`src/hw/dprt_pkg.sv`:
```
package dprt_pkg;

    // ------------------------------------------------------------
    // operating arrangements
    // ------------------------------------------------------------
    typedef enum logic [1:0] {
        DPRT_MODE_INDEP = 2'b00,
        DPRT_MODE_P8P8  = 2'b01,
        DPRT_MODE_W16   = 2'b10,
        DPRT_MODE_RSVD  = 2'b11
    } dprt_mode_t;

    // ------------------------------------------------------------
    // widths and reset values
    // ------------------------------------------------------------
    localparam int          CH_W       = 8;
    localparam logic [7:0]  CNT_RST    = 8'h00;
    localparam logic        PIN_RST    = 1'b0;

endpackage

```
`src/hw/dprt_chan.sv`:
```
`timescale 1ns/10ps
// one 8-bit down counter with low/high reload alternation
module dprt_chan #(
    parameter int W = 8
) (
    input  wire logic         core_clk,
    input  wire logic         rst,
    input  wire logic         ce,
    input  wire logic         run,
    input  wire logic         tick,
    input  wire logic [W-1:0] rld_low,
    input  wire logic [W-1:0] rld_high,
    output logic              uflow,
    output logic              phase
);

    typedef struct packed {
        logic [W-1:0] cnt;
        logic         ph;
    } dprt_ch_st_t;

    dprt_ch_st_t st_reg;
    dprt_ch_st_t st_next;

    assign uflow = run && tick && (st_reg.cnt == '0);
    assign phase = st_reg.ph;

    always_comb begin
        st_next = st_reg;
        if (!run) begin
            st_next.cnt = rld_low;
            st_next.ph  = 1'b0;
        end else if (tick) begin
            if (st_reg.cnt == '0) begin
                // reload alternates low/high value
                st_next.ph  = ~st_reg.ph;
                st_next.cnt = st_reg.ph ? rld_low : rld_high;
            end else begin
                st_next.cnt = st_reg.cnt - 1'b1;
            end
        end
    end

    always_ff @(posedge core_clk) begin
        if (rst) begin
            st_reg <= '0;
        end else if (ce) begin
            st_reg <= st_next;
        end
    end

endmodule

```
`src/hw/dprt_top.sv`:
```
`timescale 1ns/10ps
module dprt_top #(
    parameter int W = dprt_pkg::CH_W
) (
    input  wire logic         core_clk,
    input  wire logic         rst,
    input  wire logic         ce,
    input  wire logic         run_zero,
    input  wire logic         run_one,
    input  wire logic [1:0]   mode,
    input  wire logic [W-1:0] zero_rld_low,
    input  wire logic [W-1:0] zero_rld_high,
    input  wire logic [W-1:0] one_rld_low,
    input  wire logic [W-1:0] one_rld_high,
    output logic              pulse_channel_zero,
    output logic              pulse_channel_one
);

    // ------------------------------------------------------------
    // mode decoding
    // ------------------------------------------------------------
    function automatic logic is_w16(input logic [1:0] m);
        return m == dprt_pkg::DPRT_MODE_W16;
    endfunction

    function automatic logic is_p8p8(input logic [1:0] m);
        return m == dprt_pkg::DPRT_MODE_P8P8;
    endfunction

    function automatic logic is_indep(input logic [1:0] m);
        return m == dprt_pkg::DPRT_MODE_INDEP;
    endfunction

    // ------------------------------------------------------------
    // channel wiring
    // ------------------------------------------------------------
    logic uf0;
    logic uf1;
    logic ph0;
    logic ph1;
    logic run1;
    logic tick1;
    logic casc;
    logic m_w16;
    logic m_p8p8;
    logic m_indep;

    // one decode per arrangement, m_w16 and m_p8p8 shared by wiring and checks, m_indep used by checks only; the pin logic decodes mode itself
    assign m_w16   = is_w16(mode);
    assign m_p8p8  = is_p8p8(mode);
    assign m_indep = is_indep(mode);

    // 16-bit and 8+8 both clock channel 1 from channel 0 underflow
    assign casc  = m_w16 || m_p8p8;
    assign tick1 = casc ? uf0 : 1'b1;
    assign run1  = casc ? (run_zero && run_one) : run_one;

    // in 16-bit mode channel 0 runs a flat reload so both halves form one count
    logic [W-1:0] z_high;
    assign z_high = m_w16 ? zero_rld_low : zero_rld_high;

    dprt_chan #(.W(W)) u_ch0 (
        .core_clk (core_clk),
        .rst      (rst),
        .ce       (ce),
        .run      (run_zero),
        .tick     (1'b1),
        .rld_low  (zero_rld_low),
        .rld_high (z_high),
        .uflow    (uf0),
        .phase    (ph0)
    );

    dprt_chan #(.W(W)) u_ch1 (
        .core_clk (core_clk),
        .rst      (rst),
        .ce       (ce),
        .run      (run1),
        .tick     (tick1),
        .rld_low  (one_rld_low),
        .rld_high (one_rld_high),
        .uflow    (uf1),
        .phase    (ph1)
    );

    // ------------------------------------------------------------
    // output pins
    // ------------------------------------------------------------
    typedef struct packed {
        logic p0;
        logic p1;
        logic tog0;
    } dprt_st_t;

    dprt_st_t st_reg;
    dprt_st_t st_next;

    always_comb begin
        st_next = st_reg;
        if (uf0) begin
            st_next.tog0 = ~st_reg.tog0;
        end
        if (!run_zero) begin
            st_next.tog0 = dprt_pkg::PIN_RST;
        end
        unique case (mode)
            dprt_pkg::DPRT_MODE_INDEP: begin
                st_next.p0 = run_zero & ph0;
                st_next.p1 = run_one & ph1;
            end
            dprt_pkg::DPRT_MODE_P8P8: begin
                st_next.p0 = st_next.tog0;
                st_next.p1 = run1 & ph1;
            end
            dprt_pkg::DPRT_MODE_W16: begin
                st_next.p0 = run1 & ph1;
                st_next.p1 = run1 & ph1;
            end
            default: begin
                st_next.p0 = dprt_pkg::PIN_RST;
                st_next.p1 = dprt_pkg::PIN_RST;
            end
        endcase
    end

    always_ff @(posedge core_clk) begin
        if (rst) begin
            st_reg <= '0;
        end else if (ce) begin
            st_reg <= st_next;
        end
    end

    assign pulse_channel_zero = st_reg.p0;
    assign pulse_channel_one  = st_reg.p1;
endmodule

```
`config.mk`:
```
export PLATFORM = sky130hd
export DESIGN_NAME = dprt_top
export DESIGN_NICKNAME = d
export VERILOG_FILES = /design/src/hw/dprt_pkg.sv /design/src/hw/dprt_chan.sv /design/src/hw/dprt_top.sv
export SDC_FILE = /design/constraint.sdc
export NUM_CORES = 1
export LEC_CHECK = 0
export BUFFER_PORTS_ARGS = -buffer_cell sky130_fd_sc_hd__buf_2
export CORE_MARGIN = 4
export CORE_UTILIZATION = 60
export DETAILED_ROUTE_END_ITERATION = 7
export GPL_TIMING_DRIVEN = 0
export PLACE_DENSITY = 0.93
export SYNTH_ARGS = -nofsm -noshare
export SYNTH_HDL_FRONTEND = slang
export SYNTH_HIERARCHICAL = 1
export SYNTH_SLANG_ARGS = --single-unit
```
`constraint.sdc`:
```
create_clock -name core_clk -period 5.04 [get_ports core_clk]
set_clock_uncertainty 0.2 [all_clocks]
set_input_delay 0.504 -clock core_clk [delete_from_list [all_inputs] [get_ports core_clk]]
set_output_delay 0.504 -clock core_clk [all_outputs]
set_load 0.03 [all_outputs]
```
# == Yosys cells after proc, flatten, opt, wreduce, memory -nomap -nowiden ==
# Index checks and enable logic that the tools add are counted.
# word_totals
in_bits,39
regBits,21
elab_cells,44
out_inout_bits,2
# classes
eq_ne,5
add_sub_neg,2
n_bitwise,6
n_reduce_logical,9
muxes,15
# ops
cell,n
$mux 8,5
$mux 9,3
$logic_not 8->1,2
$sub 8x1->8 const B,2
$mux 1,6
$ne 2x1->1 const B,3
$pmux 2 s3,1
$reduce_and 2->1,2
$and 1x1->1,3
$not 1->1,3
$reduce_and 3->1,1
$eq 2x1->1 const B,1
$eq 2x2->1 const B,1
$logic_and 1x1->1,2
$logic_not 2->1,1
$logic_or 1x1->1,1

# == Depth between registers and ports, before layout ==
# depth
depth_word,5
ltp_mapped,10
mapped_depth_nobuf,10

# == Modules after synthesis ==
# Netlist, hierarchy kept.
# by_module_without_submodules
module,area_per_inst_um2,cells_per_inst,n_inst,seq_area_each_um2
dprt_chan,845.8,97,2,180.2
dprt_top,356.6,41,1,60.1

# == Worst setup path before layout ==
# OpenSTA, ideal clock, no wires.
# synth_timing
path_type,register to register
start,register u_ch0/st_reg[1] (netlist name)
end,"register u_ch1.st_reg, in the netlist u_ch1/phase"
required_ns,4.770
path_stages_with_launch,10
synth_period_minus_slack_ns,2.352
slack_ns,2.688
n_path_buf,0
setup_ns,0.070
arrival_ns,2.082
path_cell_list,dfxtp_1 inv_1 ha_1 nor3b_2 nand2_2 nor2_1 nand2b_1 nand2_1 or4_1 a21oi_1
# synth_via
elab_chain_len,5
# synth_rtl
item,line_no,source
"start, declared",dprt_chan.sv:22,dprt_ch_st_t st_reg;
"start signal, assigned",dprt_chan.sv:48,st_reg <= st_next;
$logic_not 8->1,dprt_chan.sv:25,assign uflow = run && tick && (st_reg.cnt == '0);
$logic_and 1x1->1,dprt_chan.sv:25,
via uf0,dprt_top.sv:37,logic uf0;
$mux 1,dprt_top.sv:55,assign tick1 = casc ? uf0 : 1'b1;
via tick1,dprt_top.sv:42,logic tick1;
$ne 2x1->1 (no source line),-,
$reduce_and 3->1 (no source line),-,
"end signal, assigned",dprt_chan.sv:48,
"end, declared",dprt_chan.sv:22,
# The timed path passes the listed nets, and every way through them passes these cells.
# A chain may end at the register's enable or synchronous reset.

# == Worst setup path after layout ==
# layout_timing
start,register u_ch0/st_reg[1] (netlist name)
end,register u_ch1/st_reg[3] (netlist name)
# layout_via
elab_chain_len,5
# layout_rtl
item,line_no
$logic_not 8->1,dprt_chan.sv:25
$logic_and 1x1->1,dprt_chan.sv:25
via uf0,dprt_top.sv:37
$mux 1,dprt_top.sv:55
via tick1,dprt_top.sv:42
$ne 2x1->1 (no source line),-
$reduce_and 2->1 (no source line),-
# The timed path passes the listed nets, and every way through them passes these cells.

==> reports/results.ini <==
[global_route]
grt_usage_pct=24.2
antenna_found_initial=0
grt_max_degree=19
grt_pass1_wl_mm=8.51
grt_pass1_vias=1975
grt-ovfl-total=0

[setup_path]
critPathMaxStageDelay_ns=0.48
crit_required_ns=5.07
crit_chain=inv_1 -> ha_1 -> nor3b_2 -> nand2_2 -> nor2_1 -> nand2b_1 -> o21a_1 -> clkbuf_8 -> nor2_1 -> a311oi_1
crit_type=reg -> reg
cp_slowest_cell=nor3b_2
critPathMaxFanout=10
path_depth=10
path_buf_inv=2
critPathArrivalTime_ns=2.93
rrSetupSlack_ns=2.14
critPathMostFrequentCell=nor2_1
endpoint_kind=flop
r2r_cells=10
crit_path_start_kind=flop
cp_top_family=simple AND/OR/NAND/NOR gates

[sta]
finalSetupViolCount=0
clock.fmax_mhz=345
slew_viol_final=0
max_slew_margin_pct=61.3
rsz0062_at_grt=false
worst_pin_slew_ns=0.580
finalHoldViolations=0
timing.final.crit_period_ns=2.90
fin_crit_sh_pct=57.5
fin_tns_setup_ns=0

[place]
gp_congestion=0.927
numPlacedInstances=321
port_buffers=40
hpwl_mm=3.72

[power_and_ir_drop]
ir_worst_vdd_mv=0.171
seqPwrFrac_pct=39.7
clkPwrFrac_pct=17.5
power.share.switching_pct=39.0
leakagePower_nw=0.898
power_mw=0.504
p_sw_mw=0.197
combPwrFrac_pct=42.8
p_int_mw=0.308
powerDensity_mw_per_mm2=216

[finish]
antennaDiodeCount=0
fin_nets=329
multi_input_area_mm2=0.00144
seq_area_um2=420
finalNonFillerCells=325
layout_commonest_cell=buf_2
fill_cells=261
area_growth_pct=14.4
layout_common_cells=buf_2 (40), dfxtp_1 (21), inv_1 (16)
drive_above_1_share_pct=32.0

[routing]
vias=2021
antenna_left=0
dr.pass1.iters=5
wirelength_mm=4.95
route.detailed.drc=0
vias_per_cell=6.22
wl_per_cell_um=15.2
first_iter_violations=227

[clock_network]
cts_sinks=21
path_clk_slew_ns=0.13
cts_resized=0
cts_buffer_depth=2
clk_latency_ns=0.32
cts_buffers=3
cts_root_buf=clkbuf_4
tritoncts=done
cts_post_setup_buffers_inserted=0
hold_buffers=0
cts-htree-levels=1

[die]
core-area_mm2=0.00315
initial_core_util_pct=64.8
pin_count=41
die_x_um=66.4
rows=20
fp.dieH_um=66.4
die-area_mm2=0.00441

[synth]
synth_warnings=6
synthesis.area_mm2=0.00204
syn_avg_cell_area_um2=8.74
synthCells=234

[run]
drv_cap=0

[worst_hold_path]
whs_path_depth=2
hold_class=in -> reg

[status]
status=complete, no violations

## cell type report
type / count / share of cell area [%]
plain buffers: 13 / 5.62
clock buffers: 3 / 0.963
clock inverters: 1 / 0.214
inverters: 16 / 2.57
multi-input cells: 187 / 61.7
flip-flops and latches: 21 / 18.0
well taps: 44 / 2.35
repair buffers: 40 / 8.56
## worst reg2reg max path: cells and delay by family (launching register included)
family / cells / cell delay (ns)
AOI/OAI and AO/OA: 2 / 0.45
adders and majority gates: 1 / 0.25
and+or+nand+nor: 5 / 1.23
DFF: 1 / 0.38
buffers and inverters: 2 / 0.30
## path summary, 6_finish.rpt
kind,start,to
worst max register to register,u_ch0/st_reg[1]$_SDFFE_PP0P_,u_ch1/st_reg[3]$_SDFFE_PP0P_
worst min-delay path,rst,pulse_channel_one$_SDFFE_PP0P_
worst max-delay path,u_ch0/st_reg[1]$_SDFFE_PP0P_,u_ch1/st_reg[3]$_SDFFE_PP0P_
worst min register to register,pulse_channel_one$_SDFFE_PP0P_,pulse_channel_one$_SDFFE_PP0P_
## routing by layer
layer | up-vias | part of all wire, % | wire (um) | global-route usage, %
met1 | 918 | 44 | 2200 | 31.0
met2 | 94 | 47 | 2350 | 40.4
met4 | 0 | 0.51 | 25 | 8.12
met3 | 4 | 7.6 | 378 | 4.42
met5 | - | 0 | 0 | 0
li1 | 1005 | - | - | -
## power by group through the flow
stage	registers, mW	logic, mW	clock network, mW
floorplan	0.199	0.160	0
global placement	0.201	0.206	0
detailed placement	0.203	0.211	0
CTS	0.199	0.213	0.0899
global route	0.202	0.236	0.0972
finish	0.200	0.216	0.0882
## stage by stage
step / worst slack, ns / util (%) / area, um2 / hold slack [ns]
6_report: 2.14 / 74.2 / 2340 / 0.196
5_1_grt: 1.99 / 74.2 / 2340 / 0.205
4_1_cts: 2.21 / 74.2 / 2340 / 0.189
3_5_place_dp: 2.26 / 73.3 / 2310 / 0.266
3_3_place_gp: 2.29 / 73.3 / 2310 / 0.263
2_1_floorplan: 2.70 / - / 2060 / 0.297
Power figures use the tool's default switching activity.
